## src/common/stm_params.svh

```systemverilog
// Register offsets, field positions, reset values and timing counts of the standard timer
`ifndef STM_PARAMS_SVH
`define STM_PARAMS_SVH
`define STM_OFS_CTRL0 12'h000
`define STM_OFS_CTRL1 12'h004
`define STM_OFS_COUNT 12'h008
`define STM_OFS_COMPARE_A_VALUE 12'h00C
`define STM_OFS_FLAGS 12'h010
`define STM_C0_ON 3
`define STM_C0_COMPARE_P_VALUE_MSB 2
`define STM_C1_MODE_MSB 7
`define STM_C1_MODE_LSB 6
`define STM_C1_FUNC_MSB 5
`define STM_C1_FUNC_LSB 4
`define STM_C1_OC 3
`define STM_C1_POL 2
`define STM_C1_DPX 1
`define STM_C1_CCLR 0
`define STM_FL_A 0
`define STM_FL_P 1
`define STM_CTRL_RST 8'h00
`define STM_CNT_MAX 10'h3FF
`define STM_P_SHIFT 7
`define STM_RESP_OKAY 2'h0
`define STM_RESP_SLVERR 2'h2
`endif

```

## src/common/stm_pkg.sv

```systemverilog
// Types shared by the standard timer
package stm_pkg;
	typedef enum logic [1:0] {
		STM_MODE_CMP = 2'h0,
		STM_MODE_CAP = 2'h1,
		STM_MODE_PWM = 2'h2,
		STM_MODE_TMR = 2'h3
	} stm_mode_t;
	typedef enum logic [1:0] {
		STM_BUS_IDLE = 2'h0,
		STM_BUS_RESP = 2'h1
	} stm_bus_t;
endpackage : stm_pkg

```

## src/rtl/stm_timer.sv

```systemverilog
// Standard timer: 10-bit counter, compare, PWM, single pulse and capture, AXI4-Lite slave
//
// Decided for this implementation: the AXI4-Lite slave port and the address map.
`timescale 1ns/1ps
`include "stm_params.svh"
module stm_timer
	import stm_pkg::*;
#(
	parameter int CW = 10
) (
	// Clock, reset, enable
	input wire logic CLK_SYS,
	input wire logic NRST,
	input wire logic CE,
	// Timer pins
	input wire logic CAPTURE_INPUT,
	input wire logic EXTERNAL_TRIGGER_PIN,
	output logic TIMER_OUT,
	output logic TIMER_OUT_EN,
	// AXI4-Lite write address, data and response
	input wire logic [11:0] AWADDR,
	input wire logic AWVALID,
	output logic AWREADY,
	input wire logic [31:0] WDATA,
	input wire logic [3:0] WSTRB,
	input wire logic WVALID,
	output logic WREADY,
	output logic [1:0] BRESP,
	output logic BVALID,
	input wire logic BREADY,
	// AXI4-Lite read
	input wire logic [11:0] ARADDR,
	input wire logic ARVALID,
	output logic ARREADY,
	output logic [31:0] RDATA,
	output logic [1:0] RRESP,
	output logic RVALID,
	input wire logic RREADY
);
	// Register state
	logic [7:0] ctrl0;
	logic [7:0] ctrl1;
	logic [CW-1:0] compare_a_value;
	logic [1:0] flags;
	logic [CW-1:0] count;
	logic on_prev;
	logic pin;
	logic cap_prev;
	logic cap_pend;
	logic [7:0] next_ctrl0;
	logic [7:0] next_ctrl1;
	logic [CW-1:0] next_compare_a_value;
	logic [1:0] next_flags;
	logic [CW-1:0] next_count;
	logic next_on_prev;
	logic next_pin;
	logic next_cap_prev;
	logic next_cap_pend;
	// Bus state
	stm_bus_t wst, rst_st, next_wst, next_rst_st;
	logic aw_got, w_got, next_aw_got, next_w_got;
	logic [11:0] aw_q, next_aw_q;
	logic [31:0] w_q, next_w_q;
	logic [3:0] ws_q, next_ws_q;
	logic [1:0] next_bresp;
	logic [31:0] next_rdata;
	logic [1:0] next_rresp;

	// Decoded fields
	stm_mode_t mode;
	logic [1:0] func;
	logic counter_on;
	logic [2:0] compare_p_value;
	logic on_rise;
	logic pulse_mode;
	logic pwm_mode;
	logic [CW:0] p_count;
	logic p_match;
	logic a_match, a_end;
	logic wr_fire;

	assign mode = stm_mode_t'(ctrl1[`STM_C1_MODE_MSB:`STM_C1_MODE_LSB]);
	assign func = ctrl1[`STM_C1_FUNC_MSB:`STM_C1_FUNC_LSB];
	assign counter_on = ctrl0[`STM_C0_ON];
	assign compare_p_value = ctrl0[`STM_C0_COMPARE_P_VALUE_MSB:0];
	assign on_rise = counter_on && !on_prev;
	assign pwm_mode = (mode == STM_MODE_PWM) && (func != 2'h3);
	assign pulse_mode = (mode == STM_MODE_PWM) && (func == 2'h3);

	// Period count of comparator P: 128 per step, zero meaning full range
	function automatic logic [CW:0] p_to_count(input logic [2:0] p);
		p_to_count = (p == 3'h0) ? {1'b1, {CW{1'b0}}}
			: (CW+1)'({p, 7'h00});
	endfunction : p_to_count

	assign p_count = p_to_count(compare_p_value);
	// P match on the last count keeps the period at exactly 128 times P; zero P wraps at 3FF
	assign p_match = ((CW+1)'(count) + 1'b1) == p_count;
	// A zero never matches: counter then overflows with no A flag
	assign a_match = (compare_a_value != '0) && (count == compare_a_value);
	assign a_end = ((CW+1)'(count) + 1'b1) == (CW+1)'(compare_a_value); // Last count of an A-set period

	// Timer core next-state
	always_comb begin
		logic clr, run, fl_a, fl_p, cap_edge, active;
		logic [CW:0] duty, period;
		clr = 1'b0;
		fl_a = 1'b0;
		fl_p = 1'b0;
		cap_edge = 1'b0;
		duty = '0;
		period = '0;
		active = 1'b0;
		run = counter_on && !on_rise;
		next_ctrl0 = ctrl0;
		next_ctrl1 = ctrl1;
		next_compare_a_value = compare_a_value;
		next_flags = flags;
		next_count = count;
		next_on_prev = counter_on;
		next_pin = pin;
		next_cap_prev = CAPTURE_INPUT;
		next_cap_pend = 1'b0;
		if (on_rise) begin
			next_count = '0;
		end else if (run) begin
			unique case (mode)
				STM_MODE_CMP, STM_MODE_TMR: begin
					if (ctrl1[`STM_C1_CCLR]) begin
						clr = a_match;
						fl_a = a_match;
					end else begin
						clr = p_match;
						fl_a = a_match;
						fl_p = p_match;
					end
				end
				STM_MODE_PWM: begin
					if (pulse_mode) begin
						fl_a = a_match;
					end else begin
						// Swap chooses the period comparator; clear_select ignored
						clr = ctrl1[`STM_C1_DPX] ? a_end : p_match;
						fl_a = ctrl1[`STM_C1_DPX] ? a_end : a_match;
						fl_p = p_match;
					end
				end
				STM_MODE_CAP: begin
					clr = p_match;
					fl_p = p_match;
				end
			endcase
			next_count = clr ? '0 : CW'(count + 1'b1);
		end
		// Capture edge select, delayed one cycle to separate latch and flag
		if (mode == STM_MODE_CAP && counter_on) begin
			unique case (func)
				2'h0: cap_edge = CAPTURE_INPUT && !cap_prev;
				2'h1: cap_edge = !CAPTURE_INPUT && cap_prev;
				2'h2: cap_edge = CAPTURE_INPUT != cap_prev;
				2'h3: cap_edge = 1'b0;
			endcase
		end
		if (cap_edge) begin
			next_compare_a_value = count;
			next_cap_pend = 1'b1;
		end
		if (cap_pend) begin
			fl_a = 1'b1;
		end
		// Pin behaviour per mode
		if (mode == STM_MODE_CMP) begin
			if (on_rise) begin
				next_pin = ctrl1[`STM_C1_OC];
			end else if (fl_a) begin
				unique case (func)
					2'h0: next_pin = pin;
					2'h1: next_pin = 1'b0;
					2'h2: next_pin = 1'b1;
					2'h3: next_pin = !pin;
				endcase
			end
		end else if (pwm_mode) begin
			// Duty compare against period; duty at or above period stays active
			duty = ctrl1[`STM_C1_DPX] ? p_count : (CW+1)'(compare_a_value);
			period = ctrl1[`STM_C1_DPX] ? (CW+1)'(compare_a_value) : p_count;
			active = ((CW+1)'(next_count) < duty) || (duty >= period);
			if (!counter_on) begin
				active = 1'b0;
			end
			if (func == 2'h0) begin
				active = 1'b0;
			end else if (func == 2'h1) begin
				active = 1'b1;
			end
			next_pin = active ? ctrl1[`STM_C1_OC] : !ctrl1[`STM_C1_OC];
		end else if (pulse_mode) begin
			// Leading edge on start, trailing edge on stop
			next_pin = (counter_on && !(run && a_match)) ? ctrl1[`STM_C1_OC]
				: !ctrl1[`STM_C1_OC];
		end
		// Hardware sets flags; set wins over a software clear below
		next_flags[`STM_FL_A] = flags[`STM_FL_A] | fl_a;
		next_flags[`STM_FL_P] = flags[`STM_FL_P] | fl_p;
		// Software writes
		if (wr_fire && ws_q[0]) begin
			if (aw_q == `STM_OFS_CTRL0) begin
				next_ctrl0 = w_q[7:0];
			end else if (aw_q == `STM_OFS_CTRL1) begin
				next_ctrl1 = w_q[7:0];
			end else if (aw_q == `STM_OFS_COMPARE_A_VALUE && !cap_edge) begin
				next_compare_a_value[7:0] = w_q[7:0]; // Lane 0 carries the low byte only
			end else if (aw_q == `STM_OFS_FLAGS) begin
				// Write one to clear
				next_flags[`STM_FL_A] = (flags[`STM_FL_A] & !w_q[0]) | fl_a;
				next_flags[`STM_FL_P] = (flags[`STM_FL_P] & !w_q[1]) | fl_p;
			end
		end
		if (wr_fire && ws_q[1] && aw_q == `STM_OFS_COMPARE_A_VALUE && !cap_edge) begin
			next_compare_a_value[CW-1:8] = w_q[CW-1:8];
		end
		// Trigger pin starts a pulse; A match ends it
		if (pulse_mode && EXTERNAL_TRIGGER_PIN) begin
			next_ctrl0[`STM_C0_ON] = 1'b1;
		end
		if (pulse_mode && run && a_match) begin
			next_ctrl0[`STM_C0_ON] = 1'b0;
		end
	end

	// Timer core registers
	always_ff @(posedge CLK_SYS or negedge NRST) begin
		if (!NRST) begin
			ctrl0 <= `STM_CTRL_RST;
			ctrl1 <= `STM_CTRL_RST;
			compare_a_value <= '0;
			flags <= 2'h0;
			count <= '0;
			on_prev <= 1'b0;
			pin <= 1'b0;
			cap_prev <= 1'b0;
			cap_pend <= 1'b0;
		end else if (CE) begin
			ctrl0 <= next_ctrl0;
			ctrl1 <= next_ctrl1;
			compare_a_value <= next_compare_a_value;
			flags <= next_flags;
			count <= next_count;
			on_prev <= next_on_prev;
			pin <= next_pin;
			cap_prev <= next_cap_prev;
			cap_pend <= next_cap_pend;
		end
	end

	// Pin drive: invert applies outside capture mode; the pin is released in timer/counter and capture modes
	assign TIMER_OUT = pin ^ (ctrl1[`STM_C1_POL] && mode != STM_MODE_CAP);
	assign TIMER_OUT_EN = (mode != STM_MODE_TMR) && (mode != STM_MODE_CAP);

	// Bus handshakes: address and data accepted in either order
	assign AWREADY = (wst == STM_BUS_IDLE) && !aw_got && CE;
	assign WREADY = (wst == STM_BUS_IDLE) && !w_got && CE;
	assign ARREADY = (rst_st == STM_BUS_IDLE) && CE;
	assign BVALID = (wst == STM_BUS_RESP);
	assign RVALID = (rst_st == STM_BUS_RESP);
	assign wr_fire = (wst == STM_BUS_IDLE) && aw_got && w_got;

	// Bus next-state
	always_comb begin
		next_wst = wst;
		next_rst_st = rst_st;
		next_aw_got = aw_got;
		next_w_got = w_got;
		next_aw_q = aw_q;
		next_w_q = w_q;
		next_ws_q = ws_q;
		next_bresp = BRESP;
		next_rdata = RDATA;
		next_rresp = RRESP;
		if (AWVALID && AWREADY) begin
			next_aw_got = 1'b1;
			next_aw_q = {AWADDR[11:2], 2'b00};
		end
		if (WVALID && WREADY) begin
			next_w_got = 1'b1;
			next_w_q = WDATA;
			next_ws_q = WSTRB;
		end
		if (wr_fire) begin
			next_aw_got = 1'b0;
			next_w_got = 1'b0;
			next_wst = STM_BUS_RESP;
			next_bresp = (aw_q > `STM_OFS_FLAGS) ? `STM_RESP_SLVERR : `STM_RESP_OKAY;
		end else if (wst == STM_BUS_RESP && BREADY) begin
			next_wst = STM_BUS_IDLE;
		end
		if (ARVALID && ARREADY) begin
			next_rst_st = STM_BUS_RESP;
			next_rresp = `STM_RESP_OKAY;
			unique case ({ARADDR[11:2], 2'b00})
				`STM_OFS_CTRL0: next_rdata = {24'h000000, ctrl0};
				`STM_OFS_CTRL1: next_rdata = {24'h000000, ctrl1};
				`STM_OFS_COUNT: next_rdata = 32'(count);
				`STM_OFS_COMPARE_A_VALUE: next_rdata = 32'(compare_a_value);
				`STM_OFS_FLAGS: next_rdata = {30'h00000000, flags};
				default: begin
					next_rdata = 32'h00000000;
					next_rresp = `STM_RESP_SLVERR;
				end
			endcase
		end else if (rst_st == STM_BUS_RESP && RREADY) begin
			next_rst_st = STM_BUS_IDLE;
		end
	end

	// Bus registers
	always_ff @(posedge CLK_SYS or negedge NRST) begin
		if (!NRST) begin
			wst <= STM_BUS_IDLE;
			rst_st <= STM_BUS_IDLE;
			aw_got <= 1'b0;
			w_got <= 1'b0;
			aw_q <= 12'h000;
			w_q <= 32'h00000000;
			ws_q <= 4'h0;
			BRESP <= 2'h0;
			RDATA <= 32'h00000000;
			RRESP <= 2'h0;
		end else if (CE) begin
			wst <= next_wst;
			rst_st <= next_rst_st;
			aw_got <= next_aw_got;
			w_got <= next_w_got;
			aw_q <= next_aw_q;
			w_q <= next_w_q;
			ws_q <= next_ws_q;
			BRESP <= next_bresp;
			RDATA <= next_rdata;
			RRESP <= next_rresp;
		end
	end

	// Checks
	a_cmp_pclear: assert property (@(posedge CLK_SYS) disable iff (!NRST)
		CE && counter_on && !on_rise && mode == STM_MODE_CMP && !ctrl1[0] && p_match
		|=> !CE || count == '0) else $error("P match did not clear counter");
	a_cclr_noflag: assert property (@(posedge CLK_SYS) disable iff (!NRST)
		CE && mode == STM_MODE_CMP && ctrl1[0] && !flags[1] && !wr_fire
		|=> !flags[1]) else $error("P flag set with clear_select high");
	a_zero_anomatch: assert property (@(posedge CLK_SYS) disable iff (!NRST)
		CE && mode == STM_MODE_CMP && compare_a_value == '0 && !flags[0] && !cap_pend && !wr_fire
		|=> !flags[0]) else $error("A flag raised with compare value zero");
	a_on_initial: assert property (@(posedge CLK_SYS) disable iff (!NRST)
		CE && on_rise && mode == STM_MODE_CMP
		|=> !CE || pin == $past(ctrl1[3])) else $error("Pin not initialised");
	a_spulse_stop: assert property (@(posedge CLK_SYS) disable iff (!NRST)
		CE && pulse_mode && counter_on && !on_rise && a_match && !EXTERNAL_TRIGGER_PIN
		&& !wr_fire |=> !CE || (!counter_on && flags[0])) else $error("Pulse not ended");
	a_cap_latch: assert property (@(posedge CLK_SYS) disable iff (!NRST)
		CE && mode == STM_MODE_CAP && counter_on && func == 2'h0
		&& CAPTURE_INPUT && !cap_prev |=> compare_a_value == $past(count)) else $error("Capture lost");
	a_cap_flag: assert property (@(posedge CLK_SYS) disable iff (!NRST)
		CE && cap_pend |=> flags[0]) else $error("Capture flag missing");
	a_count_hold: assert property (@(posedge CLK_SYS) disable iff (!NRST)
		CE && !counter_on && !on_prev |=> count == $past(count)) else $error("Count moved while off");
	a_pwm_full: assert property (@(posedge CLK_SYS) disable iff (!NRST)
		CE && pwm_mode && func == 2'h2 && counter_on && !ctrl1[1] && compare_a_value >= p_count && !wr_fire
		&& $stable(ctrl1) && $stable(ctrl0) |=> pin == ctrl1[3]) else $error("Not full duty");
endmodule : stm_timer

```

## config.mk

```make
export PLATFORM = sky130hd
export DESIGN_NAME = stm_timer
export DESIGN_NICKNAME = d
export VERILOG_FILES = /design/src/common/stm_pkg.sv /design/src/rtl/stm_timer.sv
export VERILOG_INCLUDE_DIRS = /design/src /design/src/common
export SDC_FILE = /design/constraint.sdc
export NUM_CORES = 1
export LEC_CHECK = 0
export BUFFER_PORTS_ARGS = -buffer_cell sky130_fd_sc_hd__buf_4
export CORE_UTILIZATION = 42
export CTS_CLUSTER_SIZE = 28
export DETAILED_ROUTE_END_ITERATION = 8
export SLEW_MARGIN = 20
export SYNTH_ARGS = -nofsm -noshare
export SYNTH_HDL_FRONTEND = slang
export SYNTH_SLANG_ARGS = --single-unit
```

## constraint.sdc

```tcl
create_clock -name CLK_SYS -period 8 [get_ports CLK_SYS]
set_clock_uncertainty 0.15 [all_clocks]
set_input_delay 0.4 -clock CLK_SYS [delete_from_list [all_inputs] [get_ports CLK_SYS]]
set_output_delay 0.4 -clock CLK_SYS [all_outputs]
set_load 0.005 [all_outputs]
```

==> metrics.txt, run 1 <==
crit-path cells=ha_1, and3_1, nand3_2, nor3b_1, a21oi_1, nor4_1, o22ai_2, nand2_2, o21ai_0, a21o_1, ha_1, a21o_1, a21o_1, a21o_1, a21oi_1, o21ai_0, nand2_1, mux2i_1, a211oi_2, nand3b_1; clk sinks=80; most frequent cells in the layout=80 x dfrtp_1, 79 x nand2_1, 60 x buf_4; CP max FO=23; first-pass GRT wire length=23800 um; CTS Buffer Depth=2; failing checks=hold timing; start of the worst register-to-register path=count[0]$_DFFE_PN0P_; CTS root buf=clkbuf_16; DP HPWL=10300 um; RePlAce Congestion=0.909; Seq cells post-synth=80; # setup viols final=0; Starting Density=43.8%; Post-Syn Area=0.00537 mm^2; post-synth top area cell=dfrtp_1; Tightest Pin Transition=0.752 ns; share of the synthesized area in the top cell type=37.3%; Post-Route WL=14500 um; RSZ-0062 raised after global routing=no; Reg clk slew, reported paths=0.07 ns; height of the die=115 um; vias per inst=5.64; clock latency on the worst-skew pair=0.35 ns; GR Overflow Total=0; final worst-path cycle share=69.3%; HP Class=input pin to async pin; pwr/cell area=236 mW/mm^2; post-synthesis sequential area ratio=37.3%; die area=0.0132 mm^2; Final Hold Slack=-0.0684 ns; max-slew violations=0; Pre-antenna DRT Iters=5; worst reg2reg path depth=20; gr usage total=23.8%; CP max-delay cell=dfrtp_1; minimum clock period=5.55 ns; Setup crit end kind=flip-flop; FF-to-FF setup slack=2.45 ns; synthesized netlist cell count=585; Die W=115 um; TritonCTS clock tree=done; fraction of layout cells with a size suffix above 1=22.1%; # nets final=709; Top Ports=113; synthesized area per cell=9.18 um^2; ys flop type=dfrtp_1; filler cell count=1187; initial antenna violation count=0; EDFF count, synth=0; CTS Hold Buffers Added=0; number of gates resized after CTS=0; maximum vdd ir drop=0.146 mV; Fin. Hold Viols=80; drt wl/cell=18.2 um; 1st-iter DRT viols=357; Lkg Pwr=0.00271 uW; largest net degree at the start of global routing=81; PortBufs=60; worst reg2reg endpoint=pin$_DFFE_PN0P_; Layout area overhead=13.7%; Crit path arrival time=5.62 ns; DRC=0; critical path startpoint category=flip-flop; routed vias=4475; Synth area leaders=dfrtp_1 37%, mux2_2 6.9%, nand2_1 5.5%, ha_1 4.4%, buf_4 3.6%; status=complete, but fails checks; antenna viol nets, final=0; row count=40; Max Clk Rate=180 MHz; Slowest Stage Delay on Critical Path=0.67 ns; antenna cells=0; post-CTS setup buffers=0; relative slew slack=49.4%; commonest non-fill, non-tap cell in the layout=dfrtp_1; ys async rst share=100%; clock buffer count from CTS=9; worst path required time=8.07 ns; Critical Path Most Common Cell=a21o_1; Max H-tree Level=3; yosys warns=0; vias in the first global route=4529; crit path kind=flip-flop to flip-flop; setup_tns=0 ns; Yosys cell types=68; Core ar.=0.0123 mm^2; Max Cap Viol=0
==> routing by layer <==
metal  wire (um)  track usage [%]  up-vias
met2        6580             37.0      172
met3         917             3.58       27
met1        6520             32.3     2157
li1            -                -     2119
met5           0                0        -
met4         431             12.0        0
==> per-stage QoR <==
stage	utilization [%]	setup WS, ns	total power, uW	cells	cell area (um^2)
2_1_floorplan	-	3.96	873	608	5460
3_3_place_gp	47.2	2.66	985	777	5780
3_5_place_dp	47.2	2.59	997	777	5780
4_1_cts	49.8	2.53	1460	793	6100
5_1_grt	49.8	2.04	1530	793	6110
6_report	49.8	2.45	1440	793	6110
==> area by class of cell <==
class / count / area, um^2 / share of cell area (%)
Tap cell: 168 / 210 / 3.44
Sequential cell: 80 / 2000 / 32.8
Inverter: 20 / 75.1 / 1.23
Clock buffer: 10 / 229 / 3.75
Clock inverter: 6 / 91.3 / 1.50
Timing Repair Buffer: 61 / 462 / 7.56
Multi-Input combinational cell: 448 / 3040 / 49.7
==> flip-flops by register name (all words and copies together), names as in the netlist, 8 cells and up <==
register and cells:
RDATA 10, aw_q 10, compare_a_value 10, count 10, ctrl0 8, ctrl1 8
w_q 10
==> worst max path at each step <==
stage | slack, ns | cells past startpoint | start | end
after global routing | 2.04 | 20 | count[0]$_DFFE_PN0P_ | pin$_DFFE_PN0P_
after floorplan | 3.96 | 21 | count[0]$_DFFE_PN0P_ | pin$_DFFE_PN0P_
after global placement | 2.66 | 20 | count[0]$_DFFE_PN0P_ | pin$_DFFE_PN0P_
final | 2.45 | 20 | count[0]$_DFFE_PN0P_ | pin$_DFFE_PN0P_
after detailed placement | 2.59 | 20 | count[0]$_DFFE_PN0P_ | pin$_DFFE_PN0P_
after CTS | 2.53 | 20 | count[0]$_DFFE_PN0P_ | pin$_DFFE_PN0P_
==> logic make-up (layout without fill, tap and decap cells) <==
kind of cell    Yosys count  count (layout)  synth area share [%]
simple gates            197             197                  18.1
compound gates          137             137                  17.2
flops                    80              80                  37.3
buf+inv                  80              97                  7.78
mux                      50              50                  11.5
xor+xnor                 21              21                  3.68
fa+ha+maj                19              19                  4.43
other cells               1              24                0.0698
==> cells in the mapped netlist (3+ instances only) <==
master and instances:
buf_2 10, nor2b_1 4, inv_1 18, nor3_2 7, nand3_1 18, and3_1 3
o21ai_0 33, o31ai_2 3, nor2_1 33, clkbuf_1 21, xor2_1 5, nand2b_1 6
a21o_1 13, o22ai_1 11, nand4_1 10, nor3_1 14, o2bb2ai_1 3, ha_1 19
mux2i_1 11, o21a_1 3, buf_4 26, o21ai_1 8, o31ai_1 5, a211oi_1 4
xnor2_1 15, mux4_2 6, nand2_1 79, nor4_1 6, dfrtp_1 80, a21oi_1 32
mux2_2 33
==> critical path: cells and delay by family, from the launching register on <==
family / cells / cell delay [ns]
compound gates: 10 / 1.81
flops: 1 / 0.67
fa+ha+maj: 2 / 0.73
mux: 1 / 0.08
simple gates: 7 / 1.97
==> power by group <==
group | total, uW | switching [uW] | internal [uW]
clock | 450 | 175 | 275
sequential | 633 | 138 | 495
combinational | 359 | 168 | 191
No activity file was read; power rests on OpenSTA's default activity.
==> run 2, diff against run 1 <==
--- a/config.mk
+++ b/config.mk
@@ -10,6 +10,7 @@
 export CORE_UTILIZATION = 42
 export CTS_CLUSTER_SIZE = 28
 export DETAILED_ROUTE_END_ITERATION = 8
+export PLACE_DENSITY = 0.66
 export SLEW_MARGIN = 20
 export SYNTH_ARGS = -nofsm -noshare
 export SYNTH_HDL_FRONTEND = slang
==> constraint.sdc (replaced) <==
create_clock -name CLK_SYS -period 4.6 [get_ports CLK_SYS]
set_clock_uncertainty 0.15 [all_clocks]
set_input_delay 0.23 -clock CLK_SYS [delete_from_list [all_inputs] [get_ports CLK_SYS]]
set_output_delay 0.23 -clock CLK_SYS [all_outputs]
set_load 0.005 [all_outputs]
==> metrics.txt, run 2 (synthesis gave the netlist of run 1 again) <==
status=complete, but fails checks; failing checks=hold timing; Core ar.=0.0123 mm^2; Final Hold Slack=-0.00198 ns; Starting Density=43.8%; Max Clk Rate=228 MHz; CTS Buffer Depth=2; Max Cap Viol=0; Layout area overhead=23.5%; Fin. Hold Viols=1; setup_tns=0 ns; NetSw=871 uW; die area=0.0132 mm^2; register area=0.00201 mm^2; RePlAce Congestion=0.952; # nets final=771; height of the die=115 um; antenna viol nets, final=0; DRC=0; relative slew slack=50.3%; pwr/cell area=388 mW/mm^2; final worst-path cycle share=95.5%; Lkg Pwr=0.00298 uW; worst reg2reg path depth=22; CTS root buf=clkbuf_16; Top Ports=113; DP HPWL=11000 um; clock share of power=29.8%; Die W=115 um; critical path startpoint category=flip-flop; Pre-antenna DRT Iters=5; Max H-tree Level=3; commonest non-fill, non-tap cell in the layout=buf_4; Post-Route WL=15100 um; RSZ-0062 raised after global routing=no; first-pass GRT wire length=24200 um; 1st-iter DRT viols=385; area taken by multi-input logic gates=0.00304 mm^2; clk sinks=80; most frequent cells in the layout=98 x buf_4, 79 x nand2_1, 76 x dfrtp_1; minimum clock period=4.39 ns; antenna cells=0; sequential share of power=41.3%; FF-to-FF setup slack=0.21 ns; row count=40; Min-Delay Endpoint=cap_prev$_DFFE_PN0P_; Finished Cell Area=0.00663 mm^2; vias per inst=5.62; drt wl/cell=17.6 um; Reg clk slew, reported paths=0.07 ns; hold path depth=3; worst path required time=4.66 ns; HP Class=input pin to flip-flop; worst reg2reg endpoint=pin$_DFFE_PN0P_; crit path kind=flip-flop to flip-flop; initial antenna violation count=0; Power Total=2570 uW; routed vias=4809; TritonCTS clock tree=done; Tightest Pin Transition=0.745 ns; sw frac=33.9%; Setup crit end kind=flip-flop; internal power=1700 uW; combinational share of power=29.0%; max-slew violations=0; maximum vdd ir drop=0.334 mV; filler cell count=1105; placed cell area=0.00607 mm^2; hold_sp=CAPTURE_INPUT; largest net degree at the start of global routing=81; vias in the first global route=4577; PortBufs=60; start of the worst register-to-register path=ctrl1[6]$_DFFE_PN0P_; fraction of layout cells with a size suffix above 1=26.3%; clock latency on the worst-skew pair=0.35 ns; CP max FO=10; gr usage total=24.1%; Crit path arrival time=4.45 ns; GR Overflow Total=0; # setup viols final=0; clock buffer count from CTS=9; Final Core Density=54.1%
[run 2: cell types whose count changed in the layout (fill, tap and decap cells not counted), sizes merged]
cell and change:
buf +38, dlygate4sd3 +24, bufinv -1, clkbuf +1, clkinv -1, clkinvlp +1
[run 2: worst max path at each step]
stage	slack [ns]	depth (start not counted)	from	to
2_1_floorplan	0.56	21	count[0]$_DFFE_PN0P_	pin$_DFFE_PN0P_
3_3_place_gp	0.31	20	count[3]$_DFFE_PN0P_	pin$_DFFE_PN0P_
3_5_place_dp	0.29	20	count[3]$_DFFE_PN0P_	pin$_DFFE_PN0P_
4_1_cts	0.24	20	count[3]$_DFFE_PN0P_	pin$_DFFE_PN0P_
5_1_grt	0.003	21	ctrl1[6]$_DFFE_PN0P_	pin$_DFFE_PN0P_
6_report	0.21	22	ctrl1[6]$_DFFE_PN0P_	pin$_DFFE_PN0P_
[run 2: worst max-delay path: stages (launching register included)]
cell	delay (ns)
dfrtp_1	0.42
inv_1	0.11
ha_1	0.18
inv_1	0.10
a21oi_1	0.32
nand4_1	0.12
or3_1	0.38
o21ai_0	0.22
o22ai_2	0.11
nand2_2	0.16
buf_4	0.22
nor3_2	0.05
a21o_1	0.16
ha_1	0.19
a21o_1	0.15
a21o_1	0.17
a21o_1	0.17
a21oi_1	0.12
o21ai_0	0.17
nand2_1	0.12
mux2i_1	0.08
a211oi_2	0.24
nand3b_1	0.13
[run 2: cell type report]
cell class | instances | area share (%)
Multi-Input combinational cell | 448 | 45.8
Tap cell | 168 | 3.17
Clock buffer | 11 | 3.81
Timing Repair Buffer | 123 | 14.9
Clock inverter | 5 | 0.962
Inverter | 20 | 1.13
Sequential cell | 80 | 30.3
[run 2: power groups by stage]
| stage | sequential [uW] | combinational (uW) | clock (uW) |
|---|---|---|---|
| 3_5_place_dp | 1070 | 719 | 0 |
| 2_1_floorplan | 977 | 541 | 0 |
| 5_1_grt | 1080 | 814 | 814 |
| 4_1_cts | 1050 | 738 | 776 |
| 6_report | 1060 | 745 | 765 |
| 3_3_place_gp | 1060 | 698 | 0 |
[run 2: repair_timing]
action / in CTS / in global routing
setup endpoints to repair: 0 / 1
endpoints found under the hold margin: 103 / 0
buffers inserted: 0 / 0
gates resized for setup: 0 / 4
hold buffers: 24 / 0
[run 2: stage by stage]
| step | setup WS [ns] | std cells |
|---|---|---|
| finish | 0.205 | 855 |
| global route | 0.00315 | 855 |
| CTS | 0.241 | 855 |
| detailed placement | 0.292 | 815 |
| global placement | 0.310 | 815 |
| floorplan | 0.561 | 608 |
[run 2: per-layer routing]
metal,track usage (%),part of all wire [%]
met5,0,0
met2,37.9,46
met4,9.61,2.8
met1,33.1,43
met3,4.22,7.8
==> run 3, diff against run 2 <==
--- a/config.mk
+++ b/config.mk
@@ -10,6 +10,7 @@
 export CORE_UTILIZATION = 42
 export CTS_CLUSTER_SIZE = 28
 export DETAILED_ROUTE_END_ITERATION = 8
+export GPL_TIMING_DRIVEN = 0
 export PLACE_DENSITY = 0.66
 export SLEW_MARGIN = 20
 export SYNTH_ARGS = -nofsm -noshare
==> constraint.sdc (replaced) <==
create_clock -name CLK_SYS -period 4.6 [get_ports CLK_SYS]
set_clock_uncertainty 0.15 [all_clocks]
set_input_delay 0.69 -clock CLK_SYS [delete_from_list [all_inputs] [get_ports CLK_SYS]]
set_output_delay 0.69 -clock CLK_SYS [all_outputs]
set_load 0.005 [all_outputs]
==> metrics.txt, run 3 (synthesis gave the netlist of run 1 again) <==
Core ar.=0.0123 mm^2; relative slew slack=49.6%; Starting Density=43.8%; crit path kind=flip-flop to flip-flop; Final Core Density=54.9%; Pre-antenna DRT Iters=5; status=completed; max-slew violations=0; Critical Path Most Common Cell=a21o_1; drt wl/cell=18.3 um; minimum clock period=4.45 ns; Setup crit end kind=flip-flop; placed cell area=0.00611 mm^2; Lkg Pwr=0.00303 uW; gr usage total=25.0%; maximum vdd ir drop=0.314 mV; antenna cells=0; TritonCTS clock tree=done; height of the die=115 um; Post-Place Cells=835; most frequent cells in the layout=95 x buf_4, 79 x nand2_1, 75 x dfrtp_1, 33 x mux2_2, 33 x nor2_1; PortBufs=59; commonest non-fill, non-tap cell in the layout=buf_4; DP HPWL=11500 um; Layout area overhead=25.3%; row count=40; first-pass GRT wire length=25000 um; DRC=0; fraction of layout cells with a size suffix above 1=30.2%; final worst-path cycle share=96.8%; setup_tns=0 ns; # nets final=779; largest net degree at the start of global routing=81; Finished Cell Area=0.00673 mm^2; Crit path arrival time=4.52 ns; FF-to-FF setup slack=0.15 ns; Max Cap Viol=0; # setup viols final=0; fin cells=863; Final WS setup=0.146 ns; CTS Buffer Depth=2; CP max FO=10; clock buffer count from CTS=9; clock latency on the worst-skew pair=0.36 ns; Slowest Stage Delay on Critical Path=0.41 ns; CTS root buf=clkbuf_16; Top Ports=113; RePlAce Congestion=0.915; pre-CTS setup slack=-0.128 ns; 1st-iter DRT viols=359; crit-path cells=buf_6, nand4_1, nor3_4, xnor2_1, xnor2_2, o41ai_2, o22ai_2, nand2_2, buf_12, nor3_2, a21o_1, ha_1, a21o_1, a21o_1, a21o_1, a21oi_1, o21ai_1, nand2_1, mux2i_1, a211oi_2, nand3b_1; Max H-tree Level=3; vias per inst=5.61; Die W=115 um; Fin. Hold Viols=0; Reg clk slew, reported paths=0.07 ns; Post-Route WL=15800 um; HP Class=input pin to async pin; clk sinks=80; critical path startpoint category=flip-flop; Tightest Pin Transition=0.736 ns; pwr/cell area=391 mW/mm^2; initial antenna violation count=0; GR Overflow Total=0; worst path required time=4.67 ns; filler cell count=1130; CTS Hold Buffers Added=0; vias in the first global route=4695; die area=0.0132 mm^2; Max Clk Rate=225 MHz; CP max-delay cell=dfrtp_1; antenna viol nets, final=0; routed vias=4838
## run 3: area by class of cell
type | instances | area, um^2 | area share [%]
Buffer | 60 | 392 | 5.82
Clock buffer | 10 | 239 | 3.55
Multi-Input combinational cell | 448 | 3200 | 47.5
Clock inverter | 6 | 75.1 | 1.12
Tap cell | 168 | 210 | 3.12
Inverter | 20 | 75.1 | 1.12
Timing Repair Buffer | 71 | 537 | 7.97
Sequential cell | 80 | 2010 | 29.8
## run 3: layer usage
layer | vias to the layer above | global-route usage, % | part of all wire, %
li1 | 2263 | - | -
met1 | 2338 | 33.2 | 44
met3 | 40 | 5.64 | 6.6
met4 | 0 | 10.3 | 2.9
met2 | 197 | 39.5 | 46
met5 | - | 0 | 0
## run 3: per-stage QoR
step / hold WS, ns / total power, uW
after global routing: 0.294 / 2760
after CTS: 0.339 / 2560
after floorplan: 0.244 / 1520
final: 0.217 / 2630
after global placement: 0.316 / 1760
after detailed placement: 0.324 / 1790
## run 3: power breakdown
part	switching (uW)	internal [uW]	leakage (uW)	total, uW
Clock	328	444	0.000152	772
Combinational	412	405	0.00187	817
Sequential	177	864	0.00101	1040
## run 3: final timing paths
path,from,endpoint,cells past startpoint
worst min register to register,RRESP[1]$_DFFE_PN0P_,RRESP[1]$_DFFE_PN0P_,2
min in group CLK_SYS,RRESP[1]$_DFFE_PN0P_,RRESP[1]$_DFFE_PN0P_,2
worst max register to register,count[1]$_DFFE_PN0P_,pin$_DFFE_PN0P_,21
worst min-delay path,NRST,count[6]$_DFFE_PN0P_,1
worst max-delay path,count[1]$_DFFE_PN0P_,pin$_DFFE_PN0P_,21
max in group asynchronous,NRST,count[3]$_DFFE_PN0P_,1
## run 3: worst max-delay path, delay by kind of cell, from the launching register on
kind	cells	cell delay (ns)
mux	1	0.08
xor+xnor	2	0.33
simple gates	6	0.97
flops	1	0.41
buf+inv	2	0.33
fa+ha+maj	1	0.30
compound gates	9	1.74
## run 3: what timing repair did
action	4_1_cts	5_1_grt
endpoints found under the setup margin	1	1
resized for setup	8	49
buffers inserted	0	12
pin swaps	1	10
